--- config.mk ---
export PLATFORM = sky130hd
export DESIGN_NAME = gpp_gpio_port
export DESIGN_NICKNAME = d
export VERILOG_FILES = /design/src/pkg/gpp_pkg.sv /design/src/rtl/gpp_pin_cell.sv /design/src/rtl/gpp_gpio_port.sv
export SDC_FILE = /design/constraint.sdc
export NUM_CORES = 1
export LEC_CHECK = 0
export ABC_CLOCK_PERIOD_IN_PS = 10500
export BUFFER_PORTS_ARGS = -buffer_cell sky130_fd_sc_hd__buf_2
export CAP_MARGIN = 20
export CORE_ASPECT_RATIO = 1.5
export CORE_MARGIN = 2
export CORE_UTILIZATION = 30
export CTS_CLUSTER_SIZE = 28
export DETAILED_ROUTE_END_ITERATION = 10
export SKIP_CTS_REPAIR_TIMING = 1
export SLEW_MARGIN = 0
export SYNTH_ARGS = -nofsm -noshare
export SYNTH_HDL_FRONTEND = slang
export SYNTH_SLANG_ARGS = --single-unit
--- constraint.sdc ---
create_clock -name clk_sys -period 10.5 [get_ports clk_sys]
set_input_delay 0.525 -clock clk_sys [delete_from_list [all_inputs] [get_ports clk_sys]]
set_output_delay 0.525 -clock clk_sys [all_outputs]
set_load 0.02 [all_outputs]
--- src/pkg/gpp_pkg.sv ---
// Register map, field positions and constants of the GPIO port block.
package gpp_pkg;
   localparam int unsigned PORT_W        = 8;
   localparam int unsigned NUM_EXT       = 3;
   localparam int unsigned IDX_W         = 6;
   // Printed offsets are register indices; byte address is four times the index.
   localparam logic [IDX_W-1:0] IDX_PORT0_DATA  = 6'h00;
   localparam logic [IDX_W-1:0] IDX_PORT1_DATA  = 6'h01;
   localparam logic [IDX_W-1:0] IDX_PORT2_DATA  = 6'h02;
   localparam logic [IDX_W-1:0] IDX_EXT_IRQ0    = 6'h07;
   localparam logic [IDX_W-1:0] IDX_EXT_IRQ1    = 6'h08;
   localparam logic [IDX_W-1:0] IDX_EXT_IRQ2    = 6'h09;
   localparam logic [IDX_W-1:0] IDX_P0_CFG      = 6'h20;
   localparam logic [IDX_W-1:0] IDX_P1_CFG      = 6'h28;
   localparam logic [IDX_W-1:0] IDX_P2_CFG      = 6'h30;
   localparam logic [IDX_W-1:0] IDX_MODE        = 6'h38;
   localparam logic [IDX_W-1:0] IDX_IRQ_STATUS  = 6'h39;
   // Configuration byte fields, common to every pin.
   localparam int unsigned CFG_OE        = 0;
   localparam int unsigned CFG_PULLUP    = 1;
   localparam int unsigned CFG_OD        = 2;
   localparam int unsigned CFG_HISINK    = 3;
   localparam int unsigned CFG_TTL       = 4;
   localparam int unsigned CFG_ACT_LOW   = 5;
   localparam int unsigned CFG_INT_EN    = 6;
   localparam int unsigned CFG_ALT       = 7;
   // Mode register fields.
   localparam int unsigned MODE_USB_EN   = 0;
   localparam int unsigned MODE_FORCE    = 1;
   localparam int unsigned MODE_SPI_EN   = 2;
   localparam int unsigned MODE_REG_DRV  = 3;
   localparam logic [7:0]  CFG_RESET     = 8'h00;
   localparam logic [7:0]  DATA_RESET    = 8'h00;
   localparam logic [7:0]  P2_DATA_MASK  = 8'h03;
   localparam logic [7:0]  EXT_CFG_MASK  = 8'h77;
   localparam logic [7:0]  P1_HISINK_OK  = 8'hF8;
   localparam logic [7:0]  P1_SERIAL     = 8'h78;
   localparam logic [7:0]  P1_REGOUT     = 8'h04;
   localparam logic [7:0]  P1_USB        = 8'h03;
   localparam int unsigned EXT_PIN0      = 2;
endpackage : gpp_pkg

--- src/rtl/gpp_pin_cell.sv ---
// One GPIO pin: synchroniser, edge detector and pad control.
`timescale 1ns/1ns
module gpp_pin_cell (
   input  wire logic clk_sys,
   input  wire logic rst,
   input  wire logic pad_in,
   input  wire logic data_bit,
   input  wire logic [7:0] cfg,
   input  wire logic alt_active,
   input  wire logic alt_oe,
   input  wire logic alt_out,
   output logic      level,
   output logic      edge_evt,
   output logic      pad_out,
   output logic      pad_oe_n,
   output logic      pull_en,
   output logic      ttl_sel,
   output logic      high_sink
);
   logic sync_a;
   logic sync_b;
   logic drive_en;
   logic drive_val;

   always_ff @(posedge clk_sys or posedge rst) begin
      if (rst) begin
         sync_a <= 1'b0;
         sync_b <= 1'b0;
         level  <= 1'b0;
      end else begin
         sync_a <= pad_in;
         sync_b <= sync_a;
         level  <= sync_b;
      end
   end

   // Edge is seen on the pin itself, so a driven output raises it too.
   always_comb begin
      edge_evt = 1'b0;
      if (cfg[gpp_pkg::CFG_INT_EN]) begin
         if (cfg[gpp_pkg::CFG_ACT_LOW]) begin
            edge_evt = level & ~sync_b;
         end else begin
            edge_evt = ~level & sync_b;
         end
      end
   end

   always_comb begin
      drive_en  = alt_active ? alt_oe : cfg[gpp_pkg::CFG_OE];
      drive_val = alt_active ? alt_out : data_bit;
      if (cfg[gpp_pkg::CFG_OD]) begin
         drive_en = drive_en & ~drive_val;
      end
   end

   assign pad_out   = drive_val;
   assign pad_oe_n  = ~drive_en;
   assign pull_en   = cfg[gpp_pkg::CFG_PULLUP];
   assign ttl_sel   = cfg[gpp_pkg::CFG_TTL];
   assign high_sink = cfg[gpp_pkg::CFG_HISINK];
endmodule // gpp_pin_cell

--- src/rtl/gpp_gpio_port.sv ---
// GPIO ports 0 to 2 with APB register file and dedicated interrupt pins.
//
// Requirements on this block and its firmware
// Data write sets driven value on enabled pins.
// Data read returns present pin levels.
// Interrupt enable gates each pin interrupt.
// Edge interrupts; shared one rearms when all inactive.
// Polarity bit picks falling or rising edge.
// Threshold bit selects TTL or CMOS.
// High sink only on port 1 pins 3-7.
// Open drain: one floats, zero drives low.
// Pull-up bit connects pull-up to supply.
// Output enable turns driver on or off.
// Shared pins are plain I/O when select clear.
// Regulator drive sources high from regulator.
// Firmware enables regulator separately.
// USB mode gives port 1 bits 1:0 away.
// Force state writes set D- and D+ directly.
// Port 0 pins 2-4 give three separate interrupts.
// Firmware clears output enable for interrupt input.
// Output-driven active edge raises the interrupt.
// Settings govern pin in either use.
// Firmware disables, reconfigures, clears pending.
// Firmware re-enables only after clearing.
// Pin inputs pass a two-stage synchroniser.
`timescale 1ns/1ns
module gpp_gpio_port #(
   parameter int unsigned NPINS = 24
) (
   input  wire logic        clk_sys,
   input  wire logic        rst,
   input  wire logic        psel,
   input  wire logic        penable,
   input  wire logic        pwrite,
   input  wire logic [11:0] paddr,
   input  wire logic [31:0] pwdata,
   input  wire logic [3:0]  pstrb,
   output logic [31:0]      prdata,
   output logic             pready,
   output logic             pslverr,
   input  wire logic [23:0] pad_in,
   output logic [23:0]      pad_out,
   output logic [23:0]      pad_oe_n,
   output logic [23:0]      pad_pull_en,
   output logic [23:0]      pad_ttl_sel,
   output logic [23:0]      pad_high_sink,
   output logic [23:0]      pad_reg_drive,
   output logic             regulator_output_en,
   input  wire logic [3:0]  serial_oe,
   input  wire logic [3:0]  serial_out,
   output logic             usb_mode,
   output logic [1:0]       usb_force_lines,
   output logic             usb_force_en,
   output logic [2:0]       ext_irq,
   output logic             gpio_irq
);
   if (NPINS != 3 * gpp_pkg::PORT_W) begin : g_chk
      $error("NPINS must be three ports of eight pins");
   end

   logic [7:0]  data_q [3];
   logic [7:0]  cfg_q  [NPINS];
   logic [7:0]  mode_q;
   logic [23:0] level;
   logic [23:0] edge_evt;
   logic [23:0] alt_active;
   logic [23:0] alt_oe;
   logic [23:0] alt_out;
   logic [23:0] shared_evt;
   logic [23:0] raw_high_sink;
   logic        armed;
   logic [2:0]  ext_pend;
   logic        wr_acc;
   logic        rd_acc;
   logic [5:0]  idx;
   logic        hit;
   logic [31:0] next_rdata;
   // The dedicated interrupt pins have their own vectors and never feed the shared interrupt.
   localparam logic [23:0] SHARED_MASK = ~(((24'h1 << gpp_pkg::NUM_EXT) - 24'h1) << gpp_pkg::EXT_PIN0);

   // Maps a register index to a configuration slot; returns NPINS when none.
   function automatic int unsigned cfg_slot(input logic [5:0] i);
      if (i >= gpp_pkg::IDX_P0_CFG && i < gpp_pkg::IDX_P0_CFG + 6'd8) begin
         return 32'(i - gpp_pkg::IDX_P0_CFG);
      end
      if (i >= gpp_pkg::IDX_P1_CFG && i < gpp_pkg::IDX_P1_CFG + 6'd8) begin
         return 32'(i - gpp_pkg::IDX_P1_CFG) + 8;
      end
      if (i >= gpp_pkg::IDX_P2_CFG && i < gpp_pkg::IDX_P2_CFG + 6'd8) begin
         return 32'(i - gpp_pkg::IDX_P2_CFG) + 16;
      end
      if (i >= gpp_pkg::IDX_EXT_IRQ0 && i <= gpp_pkg::IDX_EXT_IRQ2) begin
         return 32'(i - gpp_pkg::IDX_EXT_IRQ0) + gpp_pkg::EXT_PIN0;
      end
      return NPINS;
   endfunction

   assign idx     = paddr[7:2];
   assign wr_acc  = psel & penable & pwrite & pstrb[0];
   assign rd_acc  = psel & penable & ~pwrite;
   assign pready  = 1'b1;
   assign hit     = (paddr[11:8] == 4'h0)
                    && ((idx <= gpp_pkg::IDX_PORT2_DATA) || (idx == gpp_pkg::IDX_MODE)
                    || (idx == gpp_pkg::IDX_IRQ_STATUS) || (cfg_slot(idx) != NPINS));
   assign pslverr = psel & penable & ~hit;

   always_ff @(posedge clk_sys or posedge rst) begin
      if (rst) begin
         for (int p = 0; p < 3; p++) begin
            data_q[p] <= gpp_pkg::DATA_RESET;
         end
      end else if (wr_acc && paddr[11:8] == 4'h0 && idx <= gpp_pkg::IDX_PORT2_DATA) begin
         data_q[idx[1:0]] <= (idx == gpp_pkg::IDX_PORT2_DATA) ? (pwdata[7:0] & gpp_pkg::P2_DATA_MASK)
                                                             : pwdata[7:0];
      end
   end

   always_ff @(posedge clk_sys or posedge rst) begin
      if (rst) begin
         for (int k = 0; k < NPINS; k++) begin
            cfg_q[k] <= gpp_pkg::CFG_RESET;
         end
      end else if (wr_acc && paddr[11:8] == 4'h0 && cfg_slot(idx) != NPINS) begin
         if (idx >= gpp_pkg::IDX_EXT_IRQ0 && idx <= gpp_pkg::IDX_EXT_IRQ2) begin
            cfg_q[cfg_slot(idx)] <= (cfg_q[cfg_slot(idx)] & ~gpp_pkg::EXT_CFG_MASK)
                                    | (pwdata[7:0] & gpp_pkg::EXT_CFG_MASK);
         end else begin
            cfg_q[cfg_slot(idx)] <= pwdata[7:0];
         end
      end
   end

   always_ff @(posedge clk_sys or posedge rst) begin
      if (rst) begin
         mode_q <= 8'h00;
      end else if (wr_acc && paddr[11:8] == 4'h0 && idx == gpp_pkg::IDX_MODE) begin
         mode_q <= pwdata[7:0];
      end
   end

   // Alternate-function ownership of the shared pins of port 1.
   genvar g;
   for (g = 0; g < NPINS; g++) begin : g_pin
      logic in_p1;
      assign in_p1 = (g >= 8) && (g < 16);
      if (g >= 11 && g <= 14) begin : g_ser
         assign alt_active[g] = mode_q[gpp_pkg::MODE_SPI_EN] & cfg_q[g][gpp_pkg::CFG_ALT];
         assign alt_oe[g]     = serial_oe[g-11];
         assign alt_out[g]    = serial_out[g-11];
         assign pad_reg_drive[g] = mode_q[gpp_pkg::MODE_REG_DRV];
      end else if (g == 10) begin : g_reg
         assign alt_active[g] = cfg_q[g][gpp_pkg::CFG_ALT];
         assign alt_oe[g]     = 1'b0;
         assign alt_out[g]    = 1'b0;
         assign pad_reg_drive[g] = 1'b0;
      end else if (g == 8 || g == 9) begin : g_usb
         // In USB mode the transceiver owns the pad; force state drives it from the data bits.
         assign alt_active[g] = mode_q[gpp_pkg::MODE_USB_EN];
         assign alt_oe[g]     = mode_q[gpp_pkg::MODE_FORCE];
         assign alt_out[g]    = data_q[1][g-8];
         assign pad_reg_drive[g] = 1'b0;
      end else begin : g_plain
         assign alt_active[g] = 1'b0;
         assign alt_oe[g]     = 1'b0;
         assign alt_out[g]    = 1'b0;
         assign pad_reg_drive[g] = 1'b0;
      end
      assign pad_high_sink[g] = in_p1 & gpp_pkg::P1_HISINK_OK[g-8 >= 0 ? (g % 8) : 0]
                                & raw_high_sink[g];
      gpp_pin_cell u_cell (
         .clk_sys    (clk_sys),
         .rst        (rst),
         .pad_in     (pad_in[g]),
         .data_bit   (data_q[g/8][g%8]),
         .cfg        (cfg_q[g]),
         .alt_active (alt_active[g]),
         .alt_oe     (alt_oe[g]),
         .alt_out    (alt_out[g]),
         .level      (level[g]),
         .edge_evt   (edge_evt[g]),
         .pad_out    (pad_out[g]),
         .pad_oe_n   (pad_oe_n[g]),
         .pull_en    (pad_pull_en[g]),
         .ttl_sel    (pad_ttl_sel[g]),
         .high_sink  (raw_high_sink[g])
      );
      // Active level of a shared source, for rearming.
      assign shared_evt[g] = cfg_q[g][gpp_pkg::CFG_INT_EN]
                             & (level[g] ^ cfg_q[g][gpp_pkg::CFG_ACT_LOW]);
   end

   assign regulator_output_en = cfg_q[10][gpp_pkg::CFG_ALT];
   assign usb_mode        = mode_q[gpp_pkg::MODE_USB_EN];
   assign usb_force_en    = mode_q[gpp_pkg::MODE_FORCE];
   assign usb_force_lines = data_q[1][1:0];

   // Dedicated pins bypass the shared interrupt and go out through one register, one per vector.
   always_ff @(posedge clk_sys or posedge rst) begin
      if (rst) begin
         ext_irq <= 3'b000;
      end else begin
         ext_irq <= edge_evt[gpp_pkg::EXT_PIN0 +: gpp_pkg::NUM_EXT];
      end
   end

   // Shared interrupt: one pulse per arming, rearmed once all sources are inactive.
   always_ff @(posedge clk_sys or posedge rst) begin
      if (rst) begin
         armed    <= 1'b1;
         gpio_irq <= 1'b0;
      end else begin
         gpio_irq <= 1'b0;
         if (armed && (|(edge_evt & SHARED_MASK))) begin
            gpio_irq <= 1'b1;
            armed    <= 1'b0;
         end else if (!armed && !(|(shared_evt & SHARED_MASK))) begin
            armed    <= 1'b1;
         end
      end
   end
   assign ext_pend = 3'b000;

   always_comb begin
      next_rdata = 32'h0000_0000;
      if (idx <= gpp_pkg::IDX_PORT2_DATA) begin
         next_rdata[7:0] = level[idx[1:0]*8 +: 8];
         if (idx == gpp_pkg::IDX_PORT2_DATA) begin
            next_rdata[7:0] = level[16 +: 8] & gpp_pkg::P2_DATA_MASK;
         end
      end else if (idx == gpp_pkg::IDX_MODE) begin
         next_rdata[7:0] = mode_q;
      end else if (idx == gpp_pkg::IDX_IRQ_STATUS) begin
         next_rdata[7:0] = {7'h00, armed};
      end else if (cfg_slot(idx) != NPINS) begin
         next_rdata[7:0] = cfg_q[cfg_slot(idx)];
         if (idx >= gpp_pkg::IDX_EXT_IRQ0 && idx <= gpp_pkg::IDX_EXT_IRQ2) begin
            next_rdata[7:0] = cfg_q[cfg_slot(idx)] & gpp_pkg::EXT_CFG_MASK;
         end
      end
   end

   always_ff @(posedge clk_sys or posedge rst) begin
      if (rst) begin
         prdata <= 32'h0000_0000;
      end else if (psel && !penable && !pwrite) begin
         prdata <= next_rdata;
      end
   end
endmodule // gpp_gpio_port

==> results of run 1 <==
[worst paths after layout]
path	endpoint	slack, ns	cells past startpoint
setup / recovery	pslverr	4.70	12
hold / removal	g_pin[5].u_cell.sync_a	0.02	2
setup reg to reg	cfg_q[143]	7.85	6
hold reg to reg	g_pin[3].u_cell.sync_b	0.35	0
min in group clk_sys	g_pin[13].u_cell.sync_a	0.02	1
max in group asynchronous	cfg_q[17]	9.03	3
[registers in the layout (all words and copies together), names as in the netlist]
register,count
cfg_q,191
g_pin.u_cell.level,24
g_pin.u_cell.sync_a,24
g_pin.u_cell.sync_b,24
data_q,22
mode_q,8
prdata,8
ext_irq,3
usb_force_lines,2
armed,1
gpio_irq,1
regulator_output_en,1
[placed cells by master, fill, tap and decap left out, types with 8 or more instances in the layout]
| cell type | instances |
|---|---|
| clkbuf_16 | 31 |
| mux2_2 | 112 |
| dfrtp_1 | 308 |
| mux2_1 | 56 |
| conb_1 | 64 |
| xor2_1 | 23 |
| and3_1 | 11 |
| nand2_2 | 8 |
| a22o_1 | 10 |
| inv_1 | 14 |
| buf_2 | 178 |
| nand3_1 | 72 |
| mux4_2 | 30 |
| nor2_4 | 15 |
| a22oi_1 | 41 |
| a21oi_1 | 78 |
| o21ai_0 | 88 |
| a31oi_1 | 63 |
| and2_1 | 12 |
| nand2_1 | 324 |
| ha_1 | 18 |
| clkbuf_1 | 8 |
| buf_4 | 27 |
| a32oi_1 | 31 |
| xnor2_1 | 8 |
| o22ai_1 | 9 |
| nor2_1 | 131 |
| nand4_1 | 25 |
| mux2i_1 | 63 |
| nor3_1 | 11 |
[stage by stage]
stage                     cells  hold slack, ns
final                      2822          0.0188
after floorplan            2025           0.331
after global routing       2822         0.00496
after detailed placement   2759           0.335
after CTS                  2817        -0.00754
after global placement     2759           0.337
[critical path: stages]
cell     delay (ns)
buf_2          0.54
inv_1          0.39
ha_1           0.69
ha_1           0.28
inv_1          0.10
xnor2_1        0.37
o21ai_1        0.13
o21a_1         0.51
or4_1          0.81
nor4_1         0.55
o211a_1        0.19
buf_2          0.16
[power by group through the flow]
stage | registers, mW | clock network (mW) | logic, mW
after floorplan | 1.26 | 0 | 0.318
after global placement | 1.27 | 0 | 0.473
after detailed placement | 1.27 | 0 | 0.478
after CTS | 1.24 | 1.16 | 0.479
after global routing | 1.25 | 1.20 | 0.516
final | 1.24 | 1.13 | 0.493
[layer usage]
metal,global-route usage (%),wire length [um],vias up
met5,0,0,-
met4,15.7,5850,0
met3,4.83,6820,275
met2,36.2,34300,991
met1,25.1,26300,7895
li1,-,-,6924
[logic make-up (layout without fill, tap and decap cells)]
group                    Yosys count  in the layout
adder cells (fa/ha/maj)           18             18
buffers and inverters            284            283
XOR/XNOR                          31             31
other                              2             64
multiplexers                     262            262
flip-flops                       309            309
AO/OA/AOI/OAI                    394            394
AND/OR/NAND/NOR                  663            663
[final cells by class]
class                           instances  area [um2]  share of cell area, %
Inverter                               16        67.6                  0.325
Multi-Input combinational cell       1432        9800                   47.2
Clock buffer                           44         875                   4.21
Sequential cell                       309        7730                   37.3
Clock inverter                         14         148                  0.711
Tap cell                              798         998                   4.81
Timing Repair Buffer                  209        1140                   5.48
==> metrics.csv, run 1 <==
metric;value;unit
grt_pass1_wl;106000;um
synth_xor_area_share;1.43;%
clk_latency;0.61;ns
core;62400;um2
start_util;30.4;%
internal_power;1.98;mW
ys_async_sr_fraction;100;%
nNetsFinal;2102;
synth_cell_type_count;94;
timing.final.max_slew_violations;0;
synth_edf_count;0;
routabilityCongestion;0.970;
clock_skew;0.0207;ns
synth_top_family_by_area;multiplexers;
syn2layout_area_growth;9.43;%
arrival;5.28;ns
grt_pass1_vias;15700;
netlist_area;19000;um2
grt_setup_unrepaired;no;
drtIter0Drc;1516;
totalWireLength;73200;um
fmax;172;MHz
fin_tns_setup;0;ns
worstSetupPathType;in2out;
power.share.sequential;43.3;%
syn_inst;1963;
synth_compound_area_share;14.0;%
dr.pass1.iters;6;
diodes;0;
yosysSeqAreaShare;40.8;%
synth_seq_cells;309;
grt_overflow;0;
worstMarginPinSlew;1.16;ns
hpwlAfterDp;52400;um
final_hold_viol_count;0;
ir_drop;135;uV
r2r_start;cfg_q[63];
cts_tree;done;
cp.required;9.98;ns
critPathLaunch;paddr[2];
post-place-ws;4.68;ns
htreeDepth;1;
place_area;19700;um2
power.total;2.87;mW
io_buffers;178;
grt_max_degree;97;
track_usage;21.9;%
clockBufferDepth;3;
synth_simple_gate_area_share;16.4;%
die_y;312;um
hold_path_class;in2async;
root_buffer;clkbuf_16;
cts_buffers;31;
switching_power;0.893;mW
die_w;209;um
p_clk_share;39.5;%
ant_nets;0;
route.vias.total;16100;
final.fill_count;6340;
utilization;33.3;%
finalSetupViolCount;0;
avgViaCountPerCell;5.70;
start_kind;primary input;
yosys-mux-area-fraction;16.9;%
cts.sinks;309;
path_clk_slew;0.06;ns
critPathMaxFanout;24;
yosys.area.top_type_share;40.6;%
wire_per_inst;25.9;um
combPwrFrac;17.2;%
drv_cap;0;
finalCritPeriodShare;55.3;%
setup_slack;4.70;ns
synth_adder_area_share;1.19;%
synth_commonest_cells;nand2_1, dfrtp_1, buf_4, nor2_1, mux2_2;
syn_area_per_cell;9.66;um2
synth_most_common_cell;nand2_1;
yosys.area.top_type;dfrtp_1;
drc;0;
synthFlopType;dfrtp_1;
switching_share;31.1;%
antenna_found_initial;1;
design_area;20800;um2
synth_warnings;0;
synthTopCellsByArea;dfrtp_1, buf_4, mux2_2;
min_period;5.80;ns
powerDensity;138;nW/um2
drive_above_1_share;22.9;%
status;finished, final reports clean;
max_slew_margin;22.2;%
dieArea;65300;um2
pin_count;272;
leakage;9.20;nW
placement_rows;112;
cp-end-kind;primary output;
No activity file was read; power rests on OpenSTA's default activity.
==> run 2: changes to the inputs <==
--- a/config.mk
+++ b/config.mk
@@ -5,7 +5,8 @@
 export SDC_FILE = /design/constraint.sdc
 export NUM_CORES = 1
 export LEC_CHECK = 0
-export ABC_CLOCK_PERIOD_IN_PS = 10500
+export ABC_AREA = 1
+export ABC_CLOCK_PERIOD_IN_PS = 5850
 export BUFFER_PORTS_ARGS = -buffer_cell sky130_fd_sc_hd__buf_2
 export CAP_MARGIN = 20
 export CORE_ASPECT_RATIO = 1.5
==> constraint.sdc (replaced) <==
create_clock -name clk_sys -period 5.85 [get_ports clk_sys]
set_input_delay 0.2925 -clock clk_sys [delete_from_list [all_inputs] [get_ports clk_sys]]
set_output_delay 0.2925 -clock clk_sys [all_outputs]
set_load 0.02 [all_outputs]
==> run 2 against run 1 <==
The run now ends with negative hold slack left. First-iteration DRC count is 24% higher. Clock skew up 0.0069 ns. Worst setup slack worse by 3.2 ns. Synthesized cell count is 45% higher. Utilization shrank 0.078 points. Design area is 6.3% higher. Sequential share of layout area down 2.2 points. Sequential power increased by 79%. Register-to-register slack worse by 4.0 ns. Flip-flop and latch count stayed put. Cell count is 34% higher. Highest routed layer is now met5.
==> metrics.csv, run 2 <==
metric;value;unit
status;complete, but fails checks;
violations;negative hold slack;
p_clk_share;40.2;%
wire_per_inst;20.3;um
drv_cap;0;
reg2reg_slack;3.81;ns
grt_max_degree;175;
r2r_cells;8;
hold_depth;3;
leakage;11.0;nW
route.vias.total;19100;
synth_warnings;0;
dr.pass1.iters;6;
hold_path_class;in2reg;
cts.sinks;309;
syn2layout_area_growth;9.96;%
synth_cell_type_count;57;
combPwrFrac;21.0;%
cp_top_family;simple AND/OR/NAND/NOR gates;
grt_pass1_vias;18200;
io_buffers;178;
drtIter0Drc;1880;
rr_endpoint;cfg_q[151];
grt_pass1_wl;115000;um
design_area;22100;um2
crit_slowest_cell;and2_1;
avgViaCountPerCell;5.03;
yosysSeqAreaShare;38.5;%
hp-start;pwdata[1];
totalWireLength;76800;um
holdWs;-0.0115;ns
syn_area_per_cell;7.06;um2
nNetsFinal;2984;
drive_above_1_share;13.6;%
r2r_start;regulator_output_en;
final_cells;3790;
final_hold_viol_count;2;
placement_rows;116;
clk_latency;0.57;ns
place_area;20600;um2
core;66500;um2
worstMarginPinSlew;1.08;ns
diodes;0;
antenna_found_initial;5;
start_kind;primary input;
timing.final.max_slew_violations;0;
arrival;4.76;ns
powerDensity;259;nW/um2
synth_most_common_cell;nand2_1;
ir_drop;151;uV
synthTopCellsByArea;dfrtp_1, nand2_1, buf_4;
max_slew_margin;27.7;%
finalSetupViolCount;0;
clock_skew;0.0276;ns
cp-end-kind;flop;
synth_edf_count;0;
path_clk_slew;0.06;ns
fin_tns_setup;0;ns
slowest_delay;0.87;ns
grt_setup_unrepaired;no;
synth_commonest_cells;nand2_1, dfrtp_1, inv_1, nand3_1, buf_4;
final_common_cell;nand2_1;
whs_endpoint;cfg_q[41];
cts_tree;done;
min_period;4.31;ns
dp_cells;3703;
pin_count;272;
clockBufferDepth;3;
fmax;232;MHz
worstSetupPathType;in2reg;
hpwlAfterDp;55500;um
root_buffer;clkbuf_16;
utilization;33.2;%
cts_buffers;35;
worst-path-buf-inv;4;
grt_overflow;0;
largest_reg_flops;191;
start_util;30.2;%
switching_share;33.1;%
ys_async_sr_fraction;100;%
dieArea;69100;um2
power.share.sequential;38.8;%
track_usage;22.0;%
largest-register;cfg_q;
synth_seq_cells;309;
layout_common_cells;nand2_1, dfrtp_1, inv_1, nand3_1, buf_2;
crit_path_frequent_cell;inv_1;
drc;0;
die_w;215;um
critPathMaxFanout;16;
yosys.area.top_type;dfrtp_1;
syn_inst;2843;
internal_power;3.83;mW
synthFlopType;dfrtp_1;
htreeDepth;2;
yosys.area.top_type_share;38.4;%
finalCritPeriodShare;73.7;%
routabilityCongestion;0.991;
switching_power;1.89;mW
die_y;321;um
netlist_area;20100;um2
ant_nets;0;
crit_chain;buf_2 -> inv_1 -> ha_1 -> inv_1 -> ha_1 -> inv_1 -> a21oi_4 -> nor2_8 -> o21ai_4 -> nand2_2 -> nand4_1 -> o21a_1 -> and2_1 -> o21ai_0 -> a21oi_1 -> nor2_1;
cp.required;6.29;ns
## run 2: tightest hold or removal path: stages
cell and delay, ns:
buf_2 0.11, nand2_1 0.07, o21ai_2 0.05
## run 2: worst max path at each step
stage	depth (start not counted)	endpoint	from	slack, ns
floorplan	1	cfg_q[0]	rst	1.45
global placement	16	cfg_q[43]	paddr[5]	1.15
detailed placement	16	cfg_q[43]	paddr[5]	1.08
CTS	16	cfg_q[43]	paddr[5]	1.64
global route	16	cfg_q[47]	paddr[5]	1.27
finish	16	cfg_q[47]	paddr[5]	1.54
## run 2: final cells by class
cell class / count / area (um2)
inverter: 315 / 1190
clock inverter: 8 / 109
clock buffer: 53 / 1050
fill: 7276 / 44400
timing repair buffer: 243 / 1470
multi-input combinational: 1977 / 9410
tap: 885 / 1110
sequential: 309 / 7730
## run 2: metal layers
layer,global-route usage [%],wire length [um]
met2,35.9,35400
met4,16.3,6500
met3,4.51,6270
met1,25.6,28600
met5,0,56
## run 2: kinds of logic (layout without fill, tap and decap cells)
family                     count (synthesis)  count (layout)  share of synthesized area [%]
and+or+nand+nor                         1390            1390                           30.3
buffers and inverters                    619             619                           15.8
AOI/OAI and AO/OA                        500             500                           14.0
DFF                                      309             309                           38.5
adders and majority gates                 18              18                           1.12
xor gates and xnor gates                   5               5                          0.218
other                                      2              64                         0.0374
## run 2: power groups by stage
| stage | Combinational, mW | Clock (mW) | Sequential [mW] |
|---|---|---|---|
| 2_1_floorplan | 0.802 | 0 | 2.26 |
| 3_3_place_gp | 1.17 | 0 | 2.26 |
| 3_5_place_dp | 1.17 | 0 | 2.26 |
| 4_1_cts | 1.17 | 2.32 | 2.22 |
| 5_1_grt | 1.30 | 2.41 | 2.22 |
| 6_report | 1.20 | 2.30 | 2.22 |
## run 2: metrics by stage
| stage | worst slack [ns] | power [mW] |
|---|---|---|
| 2_1_floorplan | 1.45 | 3.06 |
| 3_3_place_gp | 1.15 | 3.42 |
| 3_5_place_dp | 1.08 | 3.43 |
| 4_1_cts | 1.64 | 5.71 |
| 5_1_grt | 1.27 | 5.93 |
| 6_report | 1.54 | 5.72 |
==> run 3: changes to the inputs <==
--- a/config.mk
+++ b/config.mk
@@ -6,7 +6,7 @@
 export NUM_CORES = 1
 export LEC_CHECK = 0
 export ABC_AREA = 1
-export ABC_CLOCK_PERIOD_IN_PS = 5850
+export ABC_CLOCK_PERIOD_IN_PS = 3700
 export BUFFER_PORTS_ARGS = -buffer_cell sky130_fd_sc_hd__buf_2
 export CAP_MARGIN = 20
 export CORE_ASPECT_RATIO = 1.5
==> constraint.sdc (replaced) <==
create_clock -name clk_sys -period 3.7 [get_ports clk_sys]
set_input_delay 0.185 -clock clk_sys [delete_from_list [all_inputs] [get_ports clk_sys]]
set_output_delay 0.185 -clock clk_sys [all_outputs]
set_load 0.02 [all_outputs]
==> run 3 against run 2 <==
The flow now finishes without violations. Count of clock-buffer cells in the layout increased by 2. Sequential power increased by 58%. Via count increased by 0.95%. Critical path type unchanged.
==> metrics.csv, run 3 (synthesis gave the netlist of run 2 again) <==
metric;value;unit
start_kind;primary input;
finalSetupViolCount;0;
powerDensity;408;nW/um2
nNetsFinal;3042;
dieArea;69100;um2
cp.required;4.18;ns
route.vias.total;19200;
clockBufferDepth;3;
avgViaCountPerCell;4.99;
syn2layout_area_growth;13.5;%
utilization;34.3;%
largest-register;cfg_q;
status;finished, final reports clean;
clock_skew;0.0283;ns
hold_path_class;in2reg;
critPathMaxFanout;14;
die_w;215;um
cts_buffers;36;
htreeDepth;2;
grt_overflow;0;
final_common_cell;nand2_1;
dr.pass1.iters;6;
min_period;3.06;ns
setup_slack;0.635;ns
max_slew_margin;26.3;%
final_hold_viol_count;0;
cts_tree;done;
wire_per_inst;20.5;um
fmax;326;MHz
power.total;9.30;mW
place_area;21200;um2
cp-end-kind;flop;
drive_above_1_share;15.2;%
ant_nets;0;
grt_max_degree;148;
drv_cap;0;
hpwlAfterDp;58700;um
routabilityCongestion;0.966;
path_clk_slew;0.06;ns
die_y;321;um
grt_pass1_wl;116000;um
post-place-ws;0.164;ns
drtIter0Drc;1891;
placement_rows;116;
arrival;3.54;ns
finalCritPeriodShare;82.8;%
layout_common_cells;nand2_1, dfrtp_1, inv_1, nand3_1, buf_2;
totalWireLength;79000;um
cts.sinks;309;
design_area;22800;um2
clk_latency;0.57;ns
antenna_found_initial;7;
grt_pass1_vias;18000;
drc;0;
timing.final.max_slew_violations;0;
track_usage;22.4;%
pin_count;272;
root_buffer;clkbuf_16;
worstSetupPathType;in2reg;
ir_drop;318;uV
core;66500;um2
worstMarginPinSlew;1.10;ns
io_buffers;178;
grt_setup_unrepaired;no;
start_util;30.2;%
holdWs;0.118;ns
leakage;11.4;nW
largest_reg_flops;191;
-- run 3: changes by cell type in the layout (fill, tap and decap cells not counted), moves of 2 or more --
cell and change:
dlygate4sd3_1 +7, buf_12 +13, clkbuf_16 +2, buf_4 +37
-- run 3: layout make-up --
class	count	area, um2
multi-input combinational	1977	9410
tap	885	1110
fill	7211	43700
sequential	309	7730
inverter	315	1190
clock inverter	10	143
timing repair buffer	300	2080
clock buffer	55	1110
antenna	1	2.50
-- run 3: through the flow --
stage | instances | TNS, ns
2_1_floorplan | 2905 | -183.91
3_3_place_gp | 3753 | 0
3_5_place_dp | 3753 | 0
4_1_cts | 3818 | 0
5_1_grt | 3852 | 0
6_report | 3852 | 0
-- run 3: worst max-delay path: stages --
cell      delay (ns)
buf_2           0.12
ha_1            0.25
inv_2           0.12
nand3_1         0.11
o21bai_1        0.32
ha_1            0.29
nand3b_2        0.24
nand2_4         0.18
inv_2           0.09
nor2_8          0.11
inv_2           0.08
nor2_2          0.32
inv_1           0.20
o21ai_1         0.19
nand2_2         0.32
inv_1           0.22
nor2_1          0.05
a31oi_1         0.14
-- run 3: power by group --
part,switching (mW),internal [mW],leakage [nW]
sequential,0.0512,3.46,3.90
combinational,1.45,0.578,6.86
clock,1.53,2.23,0.616
-- run 3: path summary, 6_finish.rpt --
check,startpoint,endpoint,slack (ns),cells past startpoint
hold / removal,pwrite,prdata[1],0.12,6
min in group asynchronous,rst,cfg_q[155],0.24,3
max in group asynchronous,rst,cfg_q[42],2.32,4
setup reg to reg,cfg_q[189],armed,1.80,6
hold reg to reg,g_pin[6].u_cell.sync_a,g_pin[6].u_cell.sync_b,0.34,0
setup / recovery,paddr[6],cfg_q[119],0.64,18
-- run 3: metal layers --
metal	up-vias	GRT usage (%)	wire [um]
li1	9120	-	-
met1	8981	26.1	30300
met2	889	37.4	36900
met3	234	4.12	5730
met4	12	15.3	5940
met5	-	0	80
